**config.mk**
```make
export PLATFORM = sky130hd
export DESIGN_NAME = drum_status_error_logic
export DESIGN_NICKNAME = d
export VERILOG_FILES = /design/src/core/drum_status_pkg.sv /design/src/core/reply_timer.sv /design/src/core/drum_status_error_logic.sv
export SDC_FILE = /design/constraint.sdc
export NUM_CORES = 1
export LEC_CHECK = 0
export ABC_AREA = 1
export BUFFER_PORTS_ARGS = -buffer_cell sky130_fd_sc_hd__buf_2
export CAP_MARGIN = 15
export CORE_AREA = 8 8 133 135
export CTS_CLUSTER_DIAMETER = 150
export CTS_CLUSTER_SIZE = 12
export DETAILED_ROUTE_END_ITERATION = 7
export DIE_AREA = 0 0 141 143
export PLACE_DENSITY_LB_ADDON = 0.12
export RECOVER_POWER = 100
export SYNTH_ARGS = -nofsm -noshare
export SYNTH_HDL_FRONTEND = slang
export SYNTH_SLANG_ARGS = --single-unit
```
**constraint.sdc**
```tcl
create_clock -name ref_clk -period 1.9 [get_ports ref_clk]
set_clock_uncertainty 0.15 [all_clocks]
set_input_delay 0.095 -clock ref_clk [delete_from_list [all_inputs] [get_ports ref_clk]]
set_output_delay 0.095 -clock ref_clk [all_outputs]
set_load 0.03 [all_outputs]
```
**src/core/drum_status_pkg.sv**
```systemverilog
// constants shared by the drum controller status and error logic
// assumes a 10 MHz controller clock and one channel-facing port set
`default_nettype none
package drum_status_pkg;

	// ************************************************************
	// clock and timing
	// ************************************************************
	localparam int CLK_PERIOD_NS = 100;
	localparam int REPLY_MIN_RW_PS = 100000; // 0.1 us
	localparam int REPLY_MIN_WC_PS = 160000; // 0.16 us
	localparam int REPLY_DROP_PS = 40000; // 0.04 us
	localparam int CLK_PERIOD_PS = CLK_PERIOD_NS * 1000;
	// least times round up, never below one cycle
	localparam int REPLY_RW_CYC_I =
		(REPLY_MIN_RW_PS + CLK_PERIOD_PS - 1) / CLK_PERIOD_PS;
	localparam int REPLY_WC_CYC_I =
		(REPLY_MIN_WC_PS + CLK_PERIOD_PS - 1) / CLK_PERIOD_PS;
	localparam int REPLY_DROP_CYC_I = (REPLY_DROP_PS / CLK_PERIOD_PS < 1) ?
		1 : REPLY_DROP_PS / CLK_PERIOD_PS;
	localparam logic [3:0] REPLY_RW_CYC = 4'(REPLY_RW_CYC_I);
	localparam logic [3:0] REPLY_WC_CYC = 4'(REPLY_WC_CYC_I);
	localparam logic [3:0] REPLY_DROP_CYC = 4'(REPLY_DROP_CYC_I);
	localparam int REV_MS = 34;
	localparam int REV_CYC_DEF = REV_MS * 1000000 / CLK_PERIOD_NS;
	localparam int INTERLACE_US_MIN = 1;
	localparam int CYC_PER_US = 1000 / CLK_PERIOD_NS;

	// ************************************************************
	// status word bit positions
	// ************************************************************
	localparam int ST_READY = 0;
	localparam int ST_BUSY = 1;
	localparam int ST_REJ_LOST = 2;
	localparam int ST_WCHK = 3;
	localparam int ST_LAST = 4;
	localparam int ST_REL_INT = 5;
	localparam int ST_ADR_INT = 6;
	localparam int ST_RNB_INT = 7;
	localparam int ST_EOP_INT = 8;
	localparam int ST_ABN_INT = 9;
	localparam int ST_RPAR = 10;
	localparam int ST_RSV = 11;
	localparam int STATUS_W = 12;
	localparam logic [11:0] STATUS_RESET = 12'h000;

	// ************************************************************
	// operating modes
	// ************************************************************
	localparam logic [1:0] MODE_NONE = 2'h0;
	localparam logic [1:0] MODE_READ = 2'h1;
	localparam logic [1:0] MODE_WRITE = 2'h2;
	localparam logic [1:0] MODE_WCHK = 2'h3;

	localparam int ADDR_W = 22;
	localparam logic [21:0] ADDR_RESET = 22'h000000;
	localparam logic [6:0] SECTOR_BYTE_ZERO = 7'h00;

endpackage
`default_nettype wire

```
**src/core/reply_timer.sv**
```systemverilog
// reply handshake timer for one byte transfer
// assumes data_sig is already synchronised to ref_clk
`timescale 1ns/1ps
`default_nettype none
module reply_timer
	import drum_status_pkg::*;
(
	input wire logic ref_clk,
	input wire logic rstn,
	input wire logic data_sig,
	input wire logic wchk,
	output logic reply
);

	typedef enum logic [2:0] {
		RT_IDLE = 3'b001,
		RT_WAIT = 3'b010,
		RT_HOLD = 3'b100
	} rt_state_t;

	rt_state_t state_r, state_nxt;
	logic [3:0] cnt_r, cnt_nxt;

	// ************************************************************
	// reply sequence
	// ************************************************************
	// reply timing
	always_comb begin
		state_nxt = state_r;
		cnt_nxt = cnt_r;
		case (state_r)
			RT_IDLE: begin
				if (data_sig) begin
					state_nxt = RT_WAIT;
					cnt_nxt = wchk ? REPLY_WC_CYC : REPLY_RW_CYC;
				end
			end
			RT_WAIT: begin
				// reply rises only after the minimum delay
				if (cnt_r > 4'h1)
					cnt_nxt = cnt_r - 4'h1;
				else if (data_sig) begin
					state_nxt = RT_HOLD;
					cnt_nxt = REPLY_DROP_CYC;
				end else
					state_nxt = RT_IDLE;
			end
			RT_HOLD: begin
				// drop a fixed delay after data drops
				if (!data_sig) begin
					if (cnt_r > 4'h1)
						cnt_nxt = cnt_r - 4'h1;
					else
						state_nxt = RT_IDLE;
				end
			end
			default: state_nxt = RT_IDLE;
		endcase
	end

	always_ff @(posedge ref_clk or negedge rstn) begin
		if (!rstn) begin
			state_r <= RT_IDLE;
			cnt_r <= 4'h0;
		end else begin
			state_r <= state_nxt;
			cnt_r <= cnt_nxt;
		end
	end

	assign reply = (state_r == RT_HOLD);

endmodule // reply_timer
`default_nettype wire

```
**src/core/drum_status_error_logic.sv**
```systemverilog
// status word and error handling of the drum controller
// assumes channel pins arrive asynchronously, drum signals likewise
// Operation
// busy while unit transfers data
// write busy until last byte; abnormal drops
// no busy for refused buffers
// legacy bit 2 is unit reject
// sector bit 2 is lost data
// write check error sets, halts if selected
// last location flag per controller type
// interrupt cause bits five to nine
// bit 10 on read or link parity
// legacy bit 11 reservation reject
// sector bit 11 other channel only
// lost data stops transfer, abnormal end
// toggle parity bit on detected error
// read parity holds until next operation
// connect parity error: silent ignore
// function parity error: flag, ignore
// data parity error: flag, transfer byte
// link parity cleared by clear/connect
// not ready aborts; manual clear only
// missed byte: readdress, wait revolution
// reply delay and drop timing
// bytes spaced by interlace rate
// 12-bit status word always presented
// cause bits zero unless selected
// bit 0 ready of last unit
`timescale 1ns/1ps
`default_nettype none
module drum_status_error_logic
	import drum_status_pkg::*;
#(
	parameter int REV_CYC = REV_CYC_DEF
) (
	input wire logic ref_clk,
	input wire logic rstn,
	input wire logic sector_ctl,
	input wire logic full_clear,
	input wire logic manual_clear,
	input wire logic connect_pin,
	input wire logic function_pin,
	input wire logic data_pin,
	input wire logic link_parity_in,
	input wire logic [1:0] mode_sel,
	input wire logic out_buf,
	input wire logic buf_start,
	input wire logic buf_end,
	input wire logic [6:0] start_byte,
	input wire logic drum_ready,
	input wire logic unit_rej,
	input wire logic other_rsv,
	input wire logic last_addr_used,
	input wire logic wrap_attempt,
	input wire logic last_byte_on_drum,
	input wire logic miscompare,
	input wire logic read_par_err,
	input wire logic drum_link_par_err,
	input wire logic addr_match,
	input wire logic other_release,
	input wire logic [4:0] int_sel,
	input wire logic [7:0] interlace_us,
	input wire logic [12:0] byte_in,
	output logic [12:0] byte_out,
	output logic [11:0] status,
	output logic reply,
	output logic link_parity_err,
	output logic link_parity_lamp,
	output logic connected,
	output logic readdress,
	output logic addr_decr,
	output logic transfer_stop
);

	// ************************************************************
	// input synchronisers
	// ************************************************************
	localparam int NSYNC = 24;
	logic [NSYNC-1:0] s1_r, s2_r;
	wire logic [NSYNC-1:0] raw = {connect_pin, function_pin, data_pin,
		link_parity_in, drum_ready, unit_rej, other_rsv, last_addr_used,
		wrap_attempt, last_byte_on_drum, miscompare, read_par_err,
		drum_link_par_err, addr_match, other_release, int_sel,
		buf_start, buf_end, manual_clear, full_clear};

	// only the second stage is read by logic
	always_ff @(posedge ref_clk or negedge rstn) begin
		if (!rstn) begin
			s1_r <= '0;
			s2_r <= '0;
		end else begin
			s1_r <= raw;
			s2_r <= s1_r;
		end
	end

	logic c_con, c_fn, c_dat, c_lp, c_rdy, c_urej, c_orsv, c_lau, c_wrap;
	logic c_lbd, c_mis, c_rpe, c_dlpe, c_amt, c_orel, c_bs, c_be, c_mclr;
	logic c_fclr;
	logic [4:0] c_isel;
	assign {c_con, c_fn, c_dat, c_lp, c_rdy, c_urej, c_orsv, c_lau, c_wrap,
		c_lbd, c_mis, c_rpe, c_dlpe, c_amt, c_orel, c_isel, c_bs, c_be,
		c_mclr, c_fclr} = s2_r;

	logic con_d_r, fn_d_r, dat_d_r;
	wire logic con_rise = c_con & ~con_d_r;
	wire logic fn_rise = c_fn & ~fn_d_r;
	wire logic dat_rise = c_dat & ~dat_d_r;
	wire logic clr = c_fclr | c_mclr;

	// ************************************************************
	// operation state machine
	// ************************************************************
	typedef enum logic [3:0] {
		OP_IDLE = 4'b0001,
		OP_XFER = 4'b0010,
		OP_WTAIL = 4'b0100,
		OP_READDR = 4'b1000
	} op_state_t;

	op_state_t op_r, op_nxt;
	logic [31:0] tmr_r, tmr_nxt;
	logic busy_r, busy_nxt, abn_r, abn_nxt, eop_r, eop_nxt;
	logic stop_r, stop_nxt, rdr_r, rdr_nxt, dec_r, dec_nxt;
	logic [1:0] mode_r, mode_nxt;

	// buffer is refused on not ready, wrong direction or no mode
	function automatic logic buf_ok(input logic [1:0] m, input logic o,
		input logic rdy);
		buf_ok = rdy && (m != MODE_NONE) && ((m == MODE_WRITE) == o);
	endfunction

	// abnormal end sources that stop at once, soft errors only when int_sel bit 4 is set
	wire logic lost = sector_ctl &&
		((op_r == OP_XFER && tmr_r == 32'h0) ||
		(c_bs && start_byte != SECTOR_BYTE_ZERO));
	wire logic notrdy = ~c_rdy & (op_r != OP_IDLE);
	wire logic soft_err = c_mis | c_rpe | (sector_ctl & c_dlpe);
	wire logic hard_abn = notrdy | lost | (c_lau & ~sector_ctl) | c_wrap;
	wire logic [31:0] slot = 32'(interlace_us) * 32'(CYC_PER_US);

	always_comb begin
		op_nxt = op_r;
		tmr_nxt = tmr_r;
		busy_nxt = busy_r;
		abn_nxt = 1'b0;
		eop_nxt = 1'b0;
		stop_nxt = stop_r;
		rdr_nxt = 1'b0;
		dec_nxt = 1'b0;
		case (op_r)
			OP_IDLE: begin
				// refused buffers
				if (c_bs && buf_ok(mode_r, out_buf, c_rdy)) begin
					op_nxt = OP_XFER;
					// busy raised
					busy_nxt = 1'b1;
					stop_nxt = 1'b0;
					tmr_nxt = slot;
				end
			end
			OP_XFER: begin
				// byte window
				if (dat_rise)
					tmr_nxt = slot;
				else if (tmr_r != 32'h0)
					tmr_nxt = tmr_r - 32'h1;
				// lost data abort
				// not ready abort
				if (hard_abn || (soft_err && c_isel[4])) begin
					op_nxt = OP_IDLE;
					// abnormal drops busy
					busy_nxt = 1'b0;
					abn_nxt = 1'b1;
					eop_nxt = 1'b1;
					stop_nxt = 1'b1;
				end else if (tmr_r == 32'h0 && !sector_ctl) begin
					// missed byte
					op_nxt = OP_READDR;
					dec_nxt = 1'b1;
					tmr_nxt = 32'(REV_CYC);
				end else if (c_be) begin
					// write tail
					op_nxt = (mode_r == MODE_WRITE) ? OP_WTAIL : OP_IDLE;
					busy_nxt = (mode_r == MODE_WRITE);
					eop_nxt = (mode_r != MODE_WRITE);
				end
			end
			OP_WTAIL: begin
				if (notrdy) begin
					op_nxt = OP_IDLE;
					busy_nxt = 1'b0;
					abn_nxt = 1'b1;
					eop_nxt = 1'b1;
				end else if (c_lbd) begin
					op_nxt = OP_IDLE;
					busy_nxt = 1'b0;
					eop_nxt = 1'b1;
				end
			end
			OP_READDR: begin
				// one revolution
				rdr_nxt = 1'b1;
				if (tmr_r != 32'h0)
					tmr_nxt = tmr_r - 32'h1;
				else begin
					op_nxt = OP_XFER;
					tmr_nxt = slot;
				end
			end
			default: op_nxt = OP_IDLE;
		endcase
		if (clr) begin
			op_nxt = OP_IDLE;
			busy_nxt = 1'b0;
		end
	end

	// ************************************************************
	// error flags and interrupt causes
	// ************************************************************
	logic wchk_r, wchk_nxt, rpar_r, rpar_nxt, last_r, last_nxt;
	logic lost_r, lost_nxt, lpe_r, lpe_nxt, lamp_r, lamp_nxt;
	logic con_r, con_nxt, rej_r, rej_nxt, rsv_r, rsv_nxt, nr_r, nr_nxt;
	logic [4:0] cause_r, cause_nxt;
	wire logic op_start = (op_r == OP_IDLE) && (op_nxt == OP_XFER);
	wire logic lp_bad = c_lp;

	always_comb begin
		// cleared at start, set wins later
		wchk_nxt = op_start ? 1'b0 : wchk_r;
		rpar_nxt = op_start ? 1'b0 : rpar_r;
		lost_nxt = op_start ? 1'b0 : lost_r;
		// miscompare
		if (c_mis && mode_r == MODE_WCHK && op_r != OP_IDLE)
			wchk_nxt = 1'b1;
		// read or link parity
		if ((c_rpe || (sector_ctl && c_dlpe)) && op_r != OP_IDLE)
			rpar_nxt = 1'b1;
		// lost data
		if (lost)
			lost_nxt = 1'b1;
		// last location flag
		last_nxt = last_r;
		if (con_rise || clr)
			last_nxt = 1'b0;
		if ((~sector_ctl & c_lau) | (sector_ctl & c_wrap))
			last_nxt = 1'b1;
		// connect with parity error
		con_nxt = con_r;
		rej_nxt = rej_r;
		rsv_nxt = rsv_r;
		lpe_nxt = lpe_r;
		lamp_nxt = lamp_r;
		if (con_rise) begin
			// new connect clears on sector type
			if (sector_ctl)
				lpe_nxt = 1'b0;
			if (lp_bad) begin
				con_nxt = 1'b0;
				lamp_nxt = 1'b1;
			end else begin
				con_nxt = ~(c_urej | c_orsv);
				// unit reject
				rej_nxt = ~sector_ctl & c_urej;
				// reservation reject
				rsv_nxt = sector_ctl ? c_orsv : (c_orsv | c_urej & c_orsv);
			end
		end
		// function parity error
		if (fn_rise && lp_bad && con_r) begin
			lpe_nxt = 1'b1;
			lamp_nxt = 1'b1;
		end
		// mode taken only from a clean function code
		mode_nxt = mode_r;
		if (fn_rise && !lp_bad && con_r)
			mode_nxt = mode_sel;
		// data parity error
		if (dat_rise && lp_bad && con_r) begin
			lpe_nxt = 1'b1;
			lamp_nxt = 1'b1;
		end
		// clearing
		if (c_fclr || c_mclr) begin
			mode_nxt = MODE_NONE;
			lpe_nxt = 1'b0;
			lamp_nxt = 1'b0;
			con_nxt = 1'b0;
		end
		// not ready held until manual clear
		// only a drop during an operation latches, so reset is not a fault
		nr_nxt = c_mclr ? 1'b0 : (nr_r | notrdy);
		// causes gated by selection
		cause_nxt = cause_r & c_isel;
		if (c_orel && c_isel[0])
			cause_nxt[0] = 1'b1;
		if (c_amt && c_isel[1])
			cause_nxt[1] = 1'b1;
		if (c_rdy && !busy_r && busy_nxt == 1'b0 && eop_r && c_isel[2])
			cause_nxt[2] = 1'b1;
		if (eop_r && c_isel[3])
			cause_nxt[3] = 1'b1;
		if (abn_r && c_isel[4])
			cause_nxt[4] = 1'b1;
		if (clr)
			cause_nxt = 5'h00;
	end

	// ************************************************************
	// status word and data path
	// ************************************************************
	logic [11:0] st_nxt;
	logic [12:0] bo_nxt;

	always_comb begin
		// status word
		st_nxt = STATUS_RESET;
		st_nxt[ST_READY] = c_rdy & ~nr_r;
		st_nxt[ST_BUSY] = busy_r;
		// shared bit
		st_nxt[ST_REJ_LOST] = sector_ctl ? lost_r : rej_r;
		st_nxt[ST_WCHK] = wchk_r;
		st_nxt[ST_LAST] = last_r;
		st_nxt[ST_ABN_INT:ST_REL_INT] = cause_r;
		st_nxt[ST_RPAR] = rpar_r;
		st_nxt[ST_RSV] = rsv_r;
		// toggle parity bit on error
		bo_nxt = byte_in;
		if (c_lp || c_rpe || c_dlpe)
			bo_nxt[12] = ~byte_in[12];
	end

	always_ff @(posedge ref_clk or negedge rstn) begin
		if (!rstn) begin
			op_r <= OP_IDLE;
			tmr_r <= 32'h0;
			busy_r <= 1'b0;
			abn_r <= 1'b0;
			eop_r <= 1'b0;
			stop_r <= 1'b0;
			rdr_r <= 1'b0;
			dec_r <= 1'b0;
			wchk_r <= 1'b0;
			rpar_r <= 1'b0;
			last_r <= 1'b0;
			lost_r <= 1'b0;
			lpe_r <= 1'b0;
			lamp_r <= 1'b0;
			con_r <= 1'b0;
			rej_r <= 1'b0;
			rsv_r <= 1'b0;
			nr_r <= 1'b0;
			mode_r <= MODE_NONE;
			cause_r <= 5'h00;
			status <= STATUS_RESET;
			byte_out <= 13'h0000;
			con_d_r <= 1'b0;
			fn_d_r <= 1'b0;
			dat_d_r <= 1'b0;
		end else begin
			op_r <= op_nxt;
			tmr_r <= tmr_nxt;
			busy_r <= busy_nxt;
			abn_r <= abn_nxt;
			eop_r <= eop_nxt;
			stop_r <= stop_nxt;
			rdr_r <= rdr_nxt;
			dec_r <= dec_nxt;
			wchk_r <= wchk_nxt;
			rpar_r <= rpar_nxt;
			last_r <= last_nxt;
			lost_r <= lost_nxt;
			lpe_r <= lpe_nxt;
			lamp_r <= lamp_nxt;
			con_r <= con_nxt;
			rej_r <= rej_nxt;
			rsv_r <= rsv_nxt;
			nr_r <= nr_nxt;
			mode_r <= mode_nxt;
			cause_r <= cause_nxt;
			status <= st_nxt;
			byte_out <= bo_nxt;
			con_d_r <= c_con;
			fn_d_r <= c_fn;
			dat_d_r <= c_dat;
		end
	end

	// ************************************************************
	// reply handshake
	// ************************************************************
	logic reply_c, reply_r;
	reply_timer u_reply (
		.ref_clk(ref_clk),
		.rstn(rstn),
		.data_sig(c_dat & con_r),
		.wchk(mode_r == MODE_WCHK),
		.reply(reply_c)
	);

	// output flops keep every port registered
	always_ff @(posedge ref_clk or negedge rstn) begin
		if (!rstn) begin
			reply_r <= 1'b0;
			link_parity_err <= 1'b0;
			link_parity_lamp <= 1'b0;
			connected <= 1'b0;
			readdress <= 1'b0;
			addr_decr <= 1'b0;
			transfer_stop <= 1'b0;
		end else begin
			reply_r <= reply_c;
			link_parity_err <= lpe_r;
			link_parity_lamp <= lamp_r;
			connected <= con_r;
			readdress <= rdr_r;
			addr_decr <= dec_r;
			transfer_stop <= stop_r;
		end
	end
	assign reply = reply_r;

	// ************************************************************
	// checks
	// ************************************************************
	AST_BUSY_ABN_DROP: assert property (
		@(posedge ref_clk) disable iff (!rstn) abn_r |-> !busy_r)
		else $error("busy held after abnormal end");
	AST_RPAR_STATUS: assert property (
		@(posedge ref_clk) disable iff (!rstn) rpar_r |=> status[ST_RPAR])
		else $error("bit 10 missing");
	// status shows causes two cycles after the selection that gates them
	AST_CAUSE_SEL: assert property (
		@(posedge ref_clk) disable iff (!rstn)
		(status[ST_ABN_INT:ST_REL_INT] & ~$past(c_isel, 2)) == 5'h00)
		else $error("cause unselected");
	AST_BUSY_STATUS: assert property (
		@(posedge ref_clk) disable iff (!rstn) busy_r |=> status[ST_BUSY])
		else $error("busy not shown");
	AST_READDR_DEC: assert property (
		@(posedge ref_clk) disable iff (!rstn)
		(op_r == OP_XFER && op_nxt == OP_READDR) |=> dec_r ##1 addr_decr)
		else $error("no address decrement");
	AST_LOST_STOP: assert property (
		@(posedge ref_clk) disable iff (!rstn)
		(lost && op_r == OP_XFER && !clr) |=> op_r == OP_IDLE && abn_r)
		else $error("lost data did not abort");
	AST_CON_PE: assert property (
		@(posedge ref_clk) disable iff (!rstn)
		(con_rise && lp_bad && !clr) |=> !con_r && lamp_r)
		else $error("bad connect taken");
	AST_DATA_PE: assert property (
		@(posedge ref_clk) disable iff (!rstn)
		(dat_rise && lp_bad && con_r && !clr) |=> lpe_r ##1 link_parity_err)
		else $error("data parity not flagged");

endmodule // drum_status_error_logic
`default_nettype wire

```
After elaboration in Yosys (flattened, before gate mapping). Cells that the tools add are included.

Bits in registers: 149. Input port bits: 58. Output and inout port bits: 32. Logic and storage cells: 238.

Add/sub/neg operators: 2. Multiply operators: 1. Magnitude comparators: 1. Equal/unequal tests: 21. Multiplexer cells: 85. Bitwise gates (word level): 32. Reductions and logical operators: 60.

Operators with widths (count): $mux 32 (6); $pmux 32 s3 (1); $mux 4 (13); $mux 1 (48); $logic_not 32->1 (1); $reduce_bool 32->1 (1); $sub 32x1->32 const B (1); $logic_and 1x1->1 (27); $mux 3 (6); $pmux 4 s4 (1); $reduce_bool 2->1 (8); $pmux 4 s3 (1); $reduce_bool 4->1 (3); $and 1x1->1 (11); $mul 8x3->11 const B (1); $ne 2x2->1 const B (5); $not 1->1 (10); $or 1x1->1 (10); $pmux 3 s3 (1); $eq 4x2->1 const B (2); $reduce_and 2->1 (4); $logic_or 1x1->1 (7); $reduce_bool 7->1 (1); $mux 2 (3); other kinds (22) (30).

Depth between registers and ports, before layout.
Depth after elaboration: 17. Mapped depth: 15. Gate-level depth less buffers: 15.

Modules after synthesis. Synthesis repeated with hierarchy kept, for this count alone.

Cell total of the unflattened synthesis: 751. Area, all modules: 6959.2 µm².

By module, submodules not included: drum_status_error_logic (times used 1, cells each 665, area each 6412.4 µm², seq. area each 3554.7 µm²); reply_timer (times used 1, cells each 86, area each 546.8 µm², seq. area each 176.4 µm²).

Worst setup path after synthesis. OpenSTA, ideal clock, no wires.

Path kind: input to register. Start: in interlace_us[1]. End: reg tmr_r[8]. Arrival time: 1.765 ns. Data required time: 1.632 ns. Path slack: -0.133 ns. Cell stages on the path: 12. Cell sequence: ha_1 > ha_1 > inv_1 > fa_1 > nand3b_1 > nand2_1 > xnor2_1 > a21oi_1 > nand3_1 > o211ai_1 > a21oi_1 > inv_1.

Word-level cells in the longest chain between the ends: 5. Elaborated cells on any way between the ends: 7.

Ends and longest elaborated chain: from (decl) (line drum_status_error_logic.sv:62) `input wire logic [7:0] interlace_us,`; $mul 8x3->11 (*) (line drum_status_error_logic.sv:140) `wire logic [31:0] slot = 32'(interlace_us) * 32'(CYC_PER_US);`; $mux 32 (line drum_status_error_logic.sv:164) `if (dat_rise)`; $mux 32 (line drum_status_error_logic.sv:177) `end else if (tmr_r == 32'h0 && !sector_ctl) begin`; $mux 32 (line drum_status_error_logic.sv:170) `if (hard_abn || (soft_err && c_isel[4])) begin`; $pmux 32 s3 (*) (line drum_status_error_logic.sv:151) `case (op_r)`; to (signal assigned) (line drum_status_error_logic.sv:363) `tmr_r <= tmr_nxt;`; to (decl) (line drum_status_error_logic.sv:122) `logic [31:0] tmr_r, tmr_nxt;`.

Mark *: on every way between the ends. The rest lies on a longest branch, timed or not. The select of a mux whose other input is x is not followed. A chain may end at the register's enable or synchronous reset.

Final worst setup path.
Start: reg tmr_r[8]. End: reg tmr_r[10].

Word-level cells in the longest chain between the ends: 10. Elaborated cells on any way between the ends: 17.

Ends and longest elaborated chain (line): parallel branches: the longest is 9 deep, another holds $sub 32x1->32; $pmux 32 s3 (*) (drum_status_error_logic.sv:151).

Mark *: on every way between the ends.

==> results.yml <==
status:
  status: "finished with violations"
  violations: "negative setup slack"
die:
  io-pin-count: 90
  die_w_um: 141
  core-area_sq_mm: 0.0156
  num_rows: 46
  fp.dieH_um: 143
  die-area_sq_mm: 0.0202
  start_util_pct: 44.0
cts:
  htreeDepth: 4
  clock_path_buffers: 2
  cts_inserted_buffers: 17
  cts_sinks: 149
  clockRootBuffer: "clkbuf_16"
  clkLatencyLatePin_ns: 0.43
  path_clk_slew_ns: 0.08
  tritoncts: "yes"
worst_setup_path:
  cp.required_ns: 2.07
  crit_arrival_ns: 2.33
  end_kind: "register"
  path_cells: "nor2_2 > nand2_2 > nor2_4 > nand2_2 > nor2_8 > buf_6 > nor2_4 > inv_2 > nor2_1 > nor2_1 > nand3_1 > nor2_1 > nor2_1"
  path_class: "register to register"
  r2r_cells: 13
  cp_slowest_stage_delay_ns: 0.41
  cp_max_fo: 7
  cp_common_cell: "nor2_1"
  slowest_stage: "dfrtp_1"
  critPathLaunchType: "register"
timing:
  setup_violations: 44
  slew_violations: 0
  fin_crit_sh_pct: 114
  rsz0062_at_grt: "true"
  hold_viol_final: 0
  worst_slack_ns: -0.265
  worst_pin_slew_ns: 1.45
  period_minus_slack_ns: 2.17
  max_freq_ghz: 0.462
  max-slew-margin-rel_pct: 3.55
  hold_ws_ns: 0.0604
route:
  drc_errors: 0
  dr.pass1.iters: 5
  wire_per_inst_um: 15.3
  wl_um: 19600
  drt-initial-drc-count: 414
  ant_nets: 0
  vias: 6362
  vias_per_cell: 4.95
synthesis:
  synth_sequential_area_ratio_pct: 54.4
  synth_edf_count: 0
  ys_warn_count: 0
  synth_top_cell_area_share_pct: 53.7
  synth_area_sq_mm: 0.00686
  synthFlopType: "dfrtp_1"
  syn_avg_cell_area_sq_um: 9.16
  ys_ff_latch: 149
  synthArstFlopShare_pct: 100
  syn-num-nets: 823
  ys_top_cells_by_area: "dfrtp_1 (54%), nand2_1 (7.2%), inv_1 (5.1%)"
  yosys.area.top_type: "dfrtp_1"
  netlist_instances: 748
  ys_types: 47
cells_and_area:
  nNetsFinal: 1130
  final_core_util_pct: 66.4
  final_area_sq_mm: 0.0103
  drive_above_1_share_pct: 36.0
  n_antenna_cell: 0
  fill_cells: 1226
  final_cell_mix: "dfrtp_1 (147), buf_4 (141), nand2_1 (111)"
  syn_to_final_growth_pct: 51.0
  layout_commonest_cell: "dfrtp_1"
  final_cells: 1284
grt:
  gr-total-overflow: 0
  grt_pass1_wl_um: 32100
  met3_usage_pct: 5.21
  grt_util_met2_pct: 35.2
  antenna_found_initial: 0
  grt_util_met1_pct: 23.3
  busiest_layer: "met2"
  track_usage_pct: 20.0
  grt_pass1_vias: 6837
  grt_max_degree: 51
min_path:
  hold_class: "input port to register"
  hold-path-cell-count: 6
pwr:
  power_density_mw_per_mm2: 890
  p_leak_nw: 5.11
  peakVddDrop_v: 0.000701
  fin_total_pwr_mw: 9.22
place:
  dp.cells: 1182
  placed_area_sq_mm: 0.00867
  portBuffers: 89
  gp_congestion: 0.869
  dp_hpwl_um: 13600
flow_run:
  drv_cap: 0
[per-stage QoR]
step	worst slack, ns	setup TNS, ns
4_1_cts	-0.161	-3.27
6_report	-0.265	-6.58
2_1_floorplan	-0.0771	-0.106
3_5_place_dp	-0.327	-7.43
3_3_place_gp	-0.277	-6.55
5_1_grt	-0.384	-11.41
[critical path: cells and delay by family (launching register included)]
kind                   cells  cell delay (ns)
and+or+nand+nor           11             1.29
DFF                        1             0.41
buffers and inverters      2             0.20
[cells by family (layout without fill, tap and decap cells)]
kind of cell    Yosys count  in the layout  synth area share, %
simple gates            314            314                 21.4
compound gates          130            130                 11.3
xor+xnor                 26             26                 3.32
flops                   149            149                 54.4
buf+inv                 112            432                 6.32
fa+ha+maj                17             17                 3.21
[synth_stat cells (3+ instances only)]
master,n
o21ai_0,40
nor2_2,22
xnor2_1,5
xor2_1,21
dfrtp_1,147
ha_1,16
nand2_1,131
a21oi_1,26
nand3_1,34
nand4_1,9
o211ai_1,16
inv_2,7
o22ai_1,4
nor3_1,11
o2111ai_1,9
a31oi_1,3
buf_2,4
nand2_2,7
clkbuf_1,5
o21ai_1,19
nor2_1,81
inv_1,94
nand3_2,4
[state kept, by name, indices dropped and copies added (netlist names), 2 cells and up]
name             flops
s2_r                24
byte_out            13
s1_r                24
u_reply.cnt_r        4
op_r                 4
u_reply.state_r      3
status              12
tmr_r               32
cause_r              5
mode_r               2
[routing by layer]
layer | share of wire [%] | vias to the layer above
li1 | - | 3080
met5 | 0 | -
met4 | 1.7 | 0
met2 | 51 | 193
met3 | 4.9 | 30
met1 | 43 | 3059
[what timing repair did]
action | in CTS | in global routing
pin swaps | 26 | 20
gates resized for setup | 65 | 69
setup buffers | 13 | 18
setup endpoints to repair | 47 | 52
cloned | 0 | 2
endpoints found under the hold margin | 190 | 0
hold buffers | 42 | 0
[path summary, 6_finish.rpt]
check | from | endpoint | slack [ns]
worst max register to register | tmr_r[8] | tmr_r[10] | -0.27
min in group asynchronous | rstn | tmr_r[4] | 0.40
worst min register to register | s1_r[8] | s2_r[8] | 0.20
worst min-delay path | interlace_us[7] | tmr_r[11] | 0.06
max in group asynchronous | rstn | status[1] | 0.18
worst max-delay path | tmr_r[8] | tmr_r[10] | -0.27
[final cells by class]
cell class / instances / area [sq um] / share of cell area [%]
sequential: 149 / 3730 / 36.0
multi-input combinational: 487 / 3110 / 30.1
clock inverter: 15 / 188 / 1.81
tap: 216 / 270 / 2.61
timing repair buffer: 298 / 2210 / 21.4
clock buffer: 17 / 425 / 4.11
inverter: 102 / 409 / 3.95
[where the power goes]
group	total, mW	internal [mW]	switching (mW)
sequential	3.58	3.43	0.156
clock	3.45	1.89	1.56
combinational	2.18	0.955	1.23
Note: power is estimated with default switching activity, not from simulation.
